<file path="src/hw/sdo_pkg.sv">
// Purpose: Shared constants and carriers for the safety drive output image decoder
// Assumes: Output image arrives as eleven bytes, bit n.m = byte n bit m
// Notes:   Diagnostic codes are 16 bits wide
package sdo_pkg;
  localparam int          IMG_BYTES        = 11;
  localparam int          IMG_BITS         = IMG_BYTES * 8;
  localparam int          POS_PATH_ONE     = 0;
  localparam int          POS_PATH_TWO     = 1;
  localparam int          POS_SWOFF_ACK    = 2;
  localparam int          POS_STAGE_EN     = 3;
  localparam int          POS_BRAKE_REL    = 4;
  localparam int          POS_BRAKE_ACK    = 5;
  localparam int          POS_ENC_ACK      = 16;
  localparam int          POS_GROUP_FAULT  = 32;
  localparam int          POS_RSVD_FIRST   = 48;
  localparam int          POS_DIAG_FIRST   = 64;
  localparam int          DIAG_COUNT       = 16;
  localparam int          POS_FB_ENABLE    = 80;
  localparam int          POS_FB_ACK       = 81;
  localparam int          POS_FB_SETREF    = 82;
  localparam logic [15:0] DIAG_CODE_BASE   = 16'hD300;
  localparam logic [15:0] DIAG_CODE_LAST   = 16'hD30F;
  localparam logic [7:0]  STATION_ADDR_RST = 8'h00;
  localparam logic [15:0] STATION_ADDR_IDX = 16'hF980;
  localparam logic [7:0]  STATION_ADDR_SUB = 8'h01;

  typedef struct packed {
    logic path_one_enable;
    logic path_two_enable;
    logic output_stage_enable;
    logic brake_release;
    logic group_fault;
    logic feedback_enable;
  } drive_cmd_t;

  typedef struct packed {
    logic        valid;
    logic [15:0] code;
  } diag_entry_t;

  typedef enum logic [1:0] {
    FLT_CLEAR   = 2'b01,
    FLT_LATCHED = 2'b10
  } flt_state_t;
endpackage

</file>
<file path="src/hw/safety_drive_output_image.sv">
// Purpose: Decodes the safety logic output image into drive actions and fault flags
// Assumes: Image is produced by logic on clk_in; fault conditions come from pins
// Notes:   One diagnostic entry is logged per cycle, lowest index first
// Summary of operation
// - Bit 0.0 enables first switch-off path
// - Bit 0.1 enables second switch-off path
// - Bit 0.2 acknowledges switch-off path fault
// - Bit 0.3 signals output stage enable
// - Bit 0.4 releases brake, low locks
// - Bit 0.5 acknowledges brake control fault
// - Bit 2.0 acknowledges encoder supply fault
// - Bit 4.0 forwarded as group fault
// - Falling diag bit logs code 0xD300 plus index
// - Bit 10.0 enables primary feedback
// - Bit 10.1 acknowledges primary feedback fault
// - Bit 10.2 requests feedback reference set
// - Active station address readable, updated when applied
// - Switch-off path fault flag reported to logic
// - Brake control fault flag reported to logic
`timescale 1ns/10ps
module safety_drive_output_image (
  input  wire logic                         clk_in,              // Logic cycle clock, 250 MHz
  input  wire logic                         nrst_in,             // Async reset, active low
  input  wire logic                         ce_in,               // Clock enable, freezes state when low
  input  wire logic [sdo_pkg::IMG_BITS-1:0] out_image_in,        // Output process image from safety logic
  input  wire logic                         swoff_fault_cond_in, // Raw switch-off path fault (pin)
  input  wire logic                         brake_fault_cond_in, // Raw brake control fault (pin)
  input  wire logic                         enc_fault_cond_in,   // Raw encoder supply fault (pin)
  input  wire logic                         fb_fault_cond_in,    // Raw primary feedback fault (pin)
  input  wire logic [7:0]                   new_addr_in,         // Downloaded station address
  input  wire logic                         new_addr_apply_in,   // Apply downloaded address, pulse
  output logic                              switch_off_path_one_enable_out,   // Path one enable
  output logic                              switch_off_path_two_enable_out,   // Path two enable
  output logic                              output_stage_enable_to_drive_out, // Output stage enable
  output logic                              holding_brake_release_out,        // Brake released when high
  output logic                              group_fault_to_drive_out,         // Group fault status
  output logic                              primary_feedback_enable_out,      // Feedback module enable
  output logic                              primary_feedback_set_reference_out, // Set reference pulse
  output logic                              switch_off_fault_flag_out,        // Latched path fault
  output logic                              holding_brake_fault_flag_out,     // Latched brake fault
  output logic                              encoder_supply_fault_flag_out,    // Latched encoder fault
  output logic                              primary_feedback_fault_flag_out,  // Latched feedback fault
  output logic                              diag_valid_out,      // Diagnostic entry valid, pulse
  output logic [15:0]                       diag_code_out,       // Diagnostic message code
  output logic [7:0]                        station_addr_out     // Active station address
);
  // Pin synchronisers
  logic [3:0] flt_meta_ff;
  logic [3:0] flt_sync_ff;
  logic [8:0] addr_meta_ff;
  logic [8:0] addr_sync_ff;
  logic       addr_apply_prev_ff;

  always_ff @(posedge clk_in or negedge nrst_in) begin
    if (!nrst_in) begin
      flt_meta_ff        <= 4'h0;
      flt_sync_ff        <= 4'h0;
      addr_meta_ff       <= 9'h000;
      addr_sync_ff       <= 9'h000;
      addr_apply_prev_ff <= 1'b0;
    end else if (ce_in) begin
      flt_meta_ff        <= {fb_fault_cond_in, enc_fault_cond_in, brake_fault_cond_in, swoff_fault_cond_in};
      flt_sync_ff        <= flt_meta_ff;
      addr_meta_ff       <= {new_addr_apply_in, new_addr_in};
      addr_sync_ff       <= addr_meta_ff;
      addr_apply_prev_ff <= addr_sync_ff[8];
    end
  end

  // Command decode; byte 6 is never read
  sdo_pkg::drive_cmd_t nxt_cmd;
  sdo_pkg::drive_cmd_t cmd_ff;
  assign nxt_cmd.path_one_enable     = out_image_in[sdo_pkg::POS_PATH_ONE];
  assign nxt_cmd.path_two_enable     = out_image_in[sdo_pkg::POS_PATH_TWO];
  assign nxt_cmd.output_stage_enable = out_image_in[sdo_pkg::POS_STAGE_EN];
  assign nxt_cmd.brake_release       = out_image_in[sdo_pkg::POS_BRAKE_REL];
  assign nxt_cmd.group_fault         = out_image_in[sdo_pkg::POS_GROUP_FAULT];
  assign nxt_cmd.feedback_enable     = out_image_in[sdo_pkg::POS_FB_ENABLE];

  wire [3:0] ack_req = {out_image_in[sdo_pkg::POS_FB_ACK],
                        out_image_in[sdo_pkg::POS_ENC_ACK],
                        out_image_in[sdo_pkg::POS_BRAKE_ACK],
                        out_image_in[sdo_pkg::POS_SWOFF_ACK]};
  wire       setref_req = out_image_in[sdo_pkg::POS_FB_SETREF];
  wire [sdo_pkg::DIAG_COUNT-1:0] diag_bits = out_image_in[sdo_pkg::POS_DIAG_FIRST +: sdo_pkg::DIAG_COUNT];

  logic                          setref_prev_ff;
  logic                          setref_ff;
  logic [sdo_pkg::DIAG_COUNT-1:0] diag_prev_ff;
  logic [sdo_pkg::DIAG_COUNT-1:0] diag_pend_ff;
  sdo_pkg::diag_entry_t           diag_ff;
  logic [7:0]                     addr_ff;

  // Lowest set bit index
  function automatic logic [3:0] first_set(input logic [15:0] v);
    logic [3:0] idx;
    idx = 4'h0;
    for (int i = 15; i >= 0; i--) begin
      if (v[i]) begin
        idx = 4'(i);
      end
    end
    return idx;
  endfunction

  wire [15:0] diag_fall    = diag_prev_ff & ~diag_bits;
  wire [15:0] diag_all     = diag_pend_ff | diag_fall;
  wire [3:0]  diag_idx     = first_set(diag_all);
  wire        diag_any     = |diag_all;
  wire [15:0] diag_clr     = diag_any ? (16'h0001 << diag_idx) : 16'h0000;
  wire [15:0] nxt_diag_pend = diag_all & ~diag_clr;
  wire [15:0] nxt_diag_code = sdo_pkg::DIAG_CODE_BASE + {12'h000, diag_idx};
  wire        addr_apply   = addr_sync_ff[8] & ~addr_apply_prev_ff;

  always_ff @(posedge clk_in or negedge nrst_in) begin
    if (!nrst_in) begin
      cmd_ff         <= '0;
      setref_prev_ff <= 1'b0;
      setref_ff      <= 1'b0;
      diag_prev_ff   <= 16'h0000;
      diag_pend_ff   <= 16'h0000;
      diag_ff        <= '0;
      addr_ff        <= sdo_pkg::STATION_ADDR_RST;
    end else if (ce_in) begin
      cmd_ff         <= nxt_cmd;
      setref_prev_ff <= setref_req;
      setref_ff      <= setref_req & ~setref_prev_ff;
      diag_prev_ff   <= diag_bits;
      diag_pend_ff   <= nxt_diag_pend;
      diag_ff.valid  <= diag_any;
      diag_ff.code   <= diag_any ? nxt_diag_code : diag_ff.code;
      if (addr_apply) begin
        addr_ff <= addr_sync_ff[7:0];
      end
    end
  end

  // Fault latches: condition sets, acknowledge clears only once gone
  sdo_pkg::flt_state_t flt_st_ff [4];
  for (genvar g = 0; g < 4; g++) begin : g_flt
    sdo_pkg::flt_state_t nxt_flt_st;
    always_comb begin
      nxt_flt_st = flt_st_ff[g];
      unique case (flt_st_ff[g])
        sdo_pkg::FLT_CLEAR: begin
          if (flt_sync_ff[g]) begin
            nxt_flt_st = sdo_pkg::FLT_LATCHED;
          end
        end
        sdo_pkg::FLT_LATCHED: begin
          if (ack_req[g] && !flt_sync_ff[g]) begin
            nxt_flt_st = sdo_pkg::FLT_CLEAR;
          end
        end
        default: nxt_flt_st = sdo_pkg::FLT_LATCHED;
      endcase
    end
    always_ff @(posedge clk_in or negedge nrst_in) begin
      if (!nrst_in) begin
        flt_st_ff[g] <= sdo_pkg::FLT_CLEAR;
      end else if (ce_in) begin
        flt_st_ff[g] <= nxt_flt_st;
      end
    end
  end

  assign switch_off_path_one_enable_out     = cmd_ff.path_one_enable;
  assign switch_off_path_two_enable_out     = cmd_ff.path_two_enable;
  assign output_stage_enable_to_drive_out   = cmd_ff.output_stage_enable;
  assign holding_brake_release_out          = cmd_ff.brake_release;
  assign group_fault_to_drive_out           = cmd_ff.group_fault;
  assign primary_feedback_enable_out        = cmd_ff.feedback_enable;
  assign primary_feedback_set_reference_out = setref_ff;
  assign switch_off_fault_flag_out          = (flt_st_ff[0] == sdo_pkg::FLT_LATCHED);
  assign holding_brake_fault_flag_out       = (flt_st_ff[1] == sdo_pkg::FLT_LATCHED);
  assign encoder_supply_fault_flag_out      = (flt_st_ff[2] == sdo_pkg::FLT_LATCHED);
  assign primary_feedback_fault_flag_out    = (flt_st_ff[3] == sdo_pkg::FLT_LATCHED);
  assign diag_valid_out                     = diag_ff.valid;
  assign diag_code_out                      = diag_ff.code;
  assign station_addr_out                   = addr_ff;
endmodule

</file>
<file path="config.mk">
export PLATFORM = sky130hd
export DESIGN_NAME = safety_drive_output_image
export DESIGN_NICKNAME = d
export VERILOG_FILES = /design/src/hw/sdo_pkg.sv /design/src/hw/safety_drive_output_image.sv
export SDC_FILE = /design/constraint.sdc
export NUM_CORES = 1
export LEC_CHECK = 0
export BUFFER_PORTS_ARGS = -buffer_cell sky130_fd_sc_hd__buf_2
export CAP_MARGIN = 40
export CELL_PAD_IN_SITES_DETAIL_PLACEMENT = 1
export CELL_PAD_IN_SITES_GLOBAL_PLACEMENT = 1
export CORE_MARGIN = 10
export CORE_UTILIZATION = 39
export DETAILED_ROUTE_END_ITERATION = 16
export GPL_TIMING_DRIVEN = 0
export MAX_ROUTING_LAYER = met4
export PLACE_DENSITY_LB_ADDON = 0.1
export SLEW_MARGIN = 30
export SYNTH_ARGS = -nofsm -noshare
export SYNTH_HDL_FRONTEND = slang
export SYNTH_SLANG_ARGS = --single-unit
</file>
<file path="constraint.sdc">
create_clock -name clk_in -period 2.2 [get_ports clk_in]
set_input_delay 0.33 -clock clk_in [delete_from_list [all_inputs] [get_ports clk_in]]
set_output_delay 0.33 -clock clk_in [all_outputs]
set_load 0.02 [all_outputs]
</file>
# Word-level counts from Yosys, hierarchy flattened
# Index checks and enable logic that the tools add are counted.
# classes
muxes	29
n_reduce_logical	15
addsub	1
n_eq_ne	16
shifts	1
bitwise	9
# op_table
op	n
4-bit 2-to-1 mux	16
16-bit AND	2
16-bit inverter	2
15-bit by 5-bit adder with 16-bit output (first input constant)	1
16-bit 2-to-1 mux	1
2-bit 2-to-1 mux	8
16-bit OR	1
2-bit case mux with 2 select lines	4
16-bit OR reduction	1
1-bit by 4-bit << shifter with 16-bit output (first input constant)	1
3-bit AND reduction	4
2-bit by 1-bit equality test with 1-bit output (second input constant)	4
2-bit equality test (second input constant)	4
2-bit by 1-bit inequality test with 1-bit output (second input constant)	4
2-bit inequality test (second input constant)	4
1-bit logical AND	4
1-bit zero test	4
2-bit AND reduction	2
1-bit AND	2
1-bit inverter	2
# word_totals
input_bits	104
elab_cells	93
ff_bits	100

# Depth between registers and ports, before layout
# logic_depth
word_depth	23
depth_mapped	6
mapped_depth_nobuf	6

# Worst setup path after synthesis
# OpenSTA, ideal clock, no wires.
# synth_timing
path_kind	register -> register
from	reg diag_prev_ff[13] in the netlist's numbering
to	reg diag_ff, in the netlist diag_code_out[0]
t_required_ns	2.075
slack_ns	0.453
path_buffers	0
setup_ns	0.125
arrival_ns	1.622
path_stages_with_launch	7
cell_sequence	dfrtp_1 -> nor2b_2 -> nor4_4 -> nand4_2 -> o31ai_4 -> inv_2 -> mux2_4
# synth_between
elab_chain_cells	17
# synth_lines
element	line	text
start, declared	safety_drive_output_image.sv:89	logic [sdo_pkg::DIAG_COUNT-1:0] diag_prev_ff;
start signal, assigned	safety_drive_output_image.sv:128	diag_prev_ff <= diag_bits;
16-bit AND *	safety_drive_output_image.sv:106	wire [15:0] diag_fall = diag_prev_ff & ~diag_bits;
16-bit OR *	safety_drive_output_image.sv:107	wire [15:0] diag_all = diag_pend_ff | diag_fall;
4-bit 2-to-1 mux (14 in series)	safety_drive_output_image.sv:99	if (v[i]) begin
15-bit by 5-bit adder with 16-bit output	safety_drive_output_image.sv:112	wire [15:0] nxt_diag_code = sdo_pkg::DIAG_CODE_BASE + {12'h000, diag_idx};
end, declared	safety_drive_output_image.sv:91	sdo_pkg::diag_entry_t diag_ff;
# Mark *: on every way between the ends. The rest lies on a longest branch, timed or not.
# A chain may end at the register's enable or synchronous reset.

# Worst setup path after layout
# layout_timing
from	reg diag_prev_ff[9] in the netlist's numbering
to	reg diag_pend_ff[14] in the netlist's numbering
# layout_between
elab_chain_cells	16
# layout_lines
element	line	text
16-bit AND *	safety_drive_output_image.sv:106	
16-bit OR *	safety_drive_output_image.sv:107	
4-bit 2-to-1 mux (10 in series)	safety_drive_output_image.sv:99	
1-bit by 4-bit << shifter with 16-bit output	safety_drive_output_image.sv:110	wire [15:0] diag_clr = diag_any ? (16'h0001 << diag_idx) : 16'h0000;
16-bit 2-to-1 mux *	safety_drive_output_image.sv:110	
16-bit inverter *	safety_drive_output_image.sv:111	wire [15:0] nxt_diag_pend = diag_all & ~diag_clr;
16-bit AND *	safety_drive_output_image.sv:111	
end signal, assigned	safety_drive_output_image.sv:129	diag_pend_ff <= nxt_diag_pend;
end, declared	safety_drive_output_image.sv:90	logic [sdo_pkg::DIAG_COUNT-1:0] diag_pend_ff;
# Marked as above.

==> metrics.yaml <==
arithmetic_cell_share_of_the_synthesized_area_counting_full_adders_half_adders_and_majority_gates: 0
grt-ovfl-total: 0
finalCriticalPeriod_ns: 2.09
startpoint_type: "flop"
worst_hold_path_type: "in2reg"
share_of_the_synthesized_area_in_compound_gates_ao_oa_aoi_oai: 0.104
floorplan.initialDensity: 0.396
worst_ep_arrival_time_ns: 2.30
finalWeightedCongestion: 0.863
worst-r2r-setup-slack_ns: 0.11
finish.utilization: 0.471
worst_setup_hold_path_clk_slew_ns: 0.08
grt_start_max_net_pins: 61
ir_worst_vdd_mv: 0.386
mostFrequentLayoutCell: "dfrtp_1"
mappedNetlistArea_mm2: 0.00403
critical_path.reg2reg.endpoint: "diag_pend_ff[14]"
max-cap-violations: 0
coreArea_mm2: 0.0102
tritoncts.num_buffers: 9
final_antenna_net_count: 0
maxClockFrequency_mhz: 479
chipWidth_um: 122
area.growth.synth_to_final_pct: 19.2
die-height_um: 122
p_comb_frac: 0.226
worst-setup-path-type: "reg2reg"
pwr_density_cell_mw_per_mm2: 807
tritoncts_clock_tree: "done"
element_type_at_the_critical_path_end: "flop"
worst_slew_pin_slew_ns: 0.655
yosys.area_share.xor_xnor: 0
die-area_mm2: 0.0148
netlist.top_cell.by_area: "dfrtp_1"
grt_setup_unrepaired: "no"
largest_clock_skew_in_the_final_design_ns: 0.0100
clock_tree.buffer_depth: 2
flip_flop_and_latch_count_after_synthesis: 89
number_of_antenna_violations_at_the_first_check_in_global_routing: 0
synthesis.instances: 320
rows: 37
power_switching_w: 0.00117
cts_sinks: 89
grt_pass1_wl_um: 15400
share_clk_of_total_power: 0.256
ys_warn_count: 0
setup.worst_path.end: "diag_pend_ff[14]"
power.internal_w: 0.00270
initialDrtViolationCount: 73
dr_total_vias: 2761
most-common-layout-cells: "85 x dfrtp_1, 69 x buf_2, 58 x mux2_2"
yosysTopAreaCellShare: 0.528
seqPwrFrac: 0.519
post_synth.cell_area_avg_um2: 12.6
dp.final_hpwl_um: 7130
buffer_ports.inserted: 70
power.switching_fraction: 0.302
netlist-cell-type-count: 50
max_h_tree_level: 3
leading_cell_types_by_total_area_after_synthesis: "dfrtp_1 53%, mux2_2 16%, a21oi_1 5.0%, dfstp_2 2.6%, nor4_4 2.1%"
global_route.usage.total: 0.135
finalSetupViolations: 0
detail_route.wl_per_cell_um: 17.0
grt_pass1_vias: 3040
boundaryPins: 140
nNetsFinal: 513
status: "complete, no violations"
drt-pass1-iter-count: 4
edff_count_synth: 0
fin_tns_setup_ns: 0
setup_crit_start: "diag_prev_ff[9]"
antenna_cells_inserted: 0
postSynth.asyncResetShare: 1.00
synth-main-ff-cell: "dfrtp_1"
insertion_delay_ns: 0.35
clock-root-buffer: "clkbuf_8"
detail_route.wirelength_um: 9350
static-leakage-power_nw: 2.06
layout_worst_path_cycle_share: 0.949
hold_viol: 0
timing.reg2reg.worst_path_depth: 6
finalMaxSlewViolations: 0
route.detailed.drc: 0
reg2reg_from: "diag_prev_ff[9]"
synth_seq_area_share: 0.554
final_layout_size_suffix_gt1_frac: 0.447
slew_headroom: 0.563
synth_mux_area_frac: 0.166
yosys.area_share.simple: 0.136
worstPathMaxFanout: 5
cp_data_required_time_ns: 2.42
routed_via_density: 5.02
synth_top_family_by_area: "multiplexers"
==> how the worst min path moves through the flow <==
stage,endpoint,cells past startpoint,start
6_report,flt_st_ff[7],2,out_image_in[2]
5_1_grt,flt_st_ff[7],2,out_image_in[2]
4_1_cts,flt_st_ff[7],2,out_image_in[2]
3_5_place_dp,addr_meta_ff[8],1,nrst_in
3_3_place_gp,diag_code_out[1],1,diag_code_out[1]
2_1_floorplan,addr_apply_prev_ff,0,nrst_in
==> cell type report <==
cell class | instances | area, um^2
Buffer | 21 | 120
Clock buffer | 13 | 149
Clock inverter | 3 | 17.5
Fill cell | 1106 | 5380
Inverter | 10 | 37.5
Multi-Input combinational cell | 206 | 1680
Sequential cell | 89 | 2230
Tap cell | 136 | 170
Timing Repair Buffer | 72 | 394
==> metrics by stage <==
stage          area (um^2)  power [W]  instances  hold slack (ns)  setup WS [ns]
3_3_place_gp          4570    0.00288        532            0.468        -0.0958
3_5_place_dp          4610    0.00293        533            0.227        -0.0277
6_report              4800    0.00387        550            0.161          0.113
4_1_cts               4800    0.00394        550            0.152          0.110
5_1_grt               4800    0.00411        550            0.154         0.0165
2_1_floorplan         4050    0.00259        326           0.0344          0.453
==> state kept, by name, indices dropped and copies added, names as in the netlist, 4 cells and up <==
register / cells
flt_sync_ff: 4
station_addr_out: 8
diag_code_out: 5
addr_meta_ff: 9
flt_meta_ff: 4
flt_st_ff: 8
diag_pend_ff: 16
addr_sync_ff: 9
diag_prev_ff: 16
==> metal layers <==
metal	global-route usage	share of wire	vias up
li1	-	-	1312
met1	0.163	0.44	1383
met2	0.214	0.50	53
met3	0.0324	0.044	13
met4	0.0522	0.016	0
met5	-	0	-
==> cell families (layout without fill, tap and decap cells) <==
| logic type | count (synthesis) | in the layout |
|---|---|---|
| DFF | 89 | 89 |
| other | 1 | 7 |
| buffers and inverters | 31 | 119 |
| muxes | 59 | 59 |
| and+or+nand+nor | 72 | 72 |
| AOI/OAI and AO/OA | 68 | 68 |
==> power by group through the flow <==
stage | registers [W] | logic (W) | clock network, W
finish | 0.00201 | 0.000874 | 0.000991
global route | 0.00204 | 0.000958 | 0.00111
CTS | 0.00201 | 0.000894 | 0.00104
detailed placement | 0.00204 | 0.000885 | 0
global placement | 0.00203 | 0.000855 | 0
floorplan | 0.00214 | 0.000454 | 0
==> timing repair <==
| item | in CTS | in global routing |
|---|---|---|
| setup endpoints to repair | 3 | 4 |
| hold endpoints to repair | 28 | 0 |
| buffers inserted | 0 | 0 |
| hold buffers | 1 | 0 |
| gates resized for setup | 2 | 1 |
==> cell usage after synthesis (2+ instances only) <==
cell and instances:
a22o_1 4, mux2_2 58, o221ai_1 2, nand3b_1 2, dfrtp_1 85, nand2_1 7, nor2b_4 3, nor4_4 4
or2_2 5, nor4_1 3, nand4_2 2, nor4b_2 2, buf_1 5, clkbuf_1 5, and2b_1 2, dfstp_2 4
and3_1 2, inv_1 9, o21ai_0 9, and3b_1 4, nor2_1 9, nor2b_1 11, buf_4 11, nor3_1 3
nand2b_1 5, a21oi_1 40
==> critical path, cell delays in order (launching register included) <==
cell	delay [ns]
dfrtp_1	0.38
nor2b_4	0.14
nor4_2	0.44
o41ai_1	0.20
a31o_2	0.29
nor4b_4	0.37
a21oi_1	0.13
No activity file was read; power rests on OpenSTA's default activity.
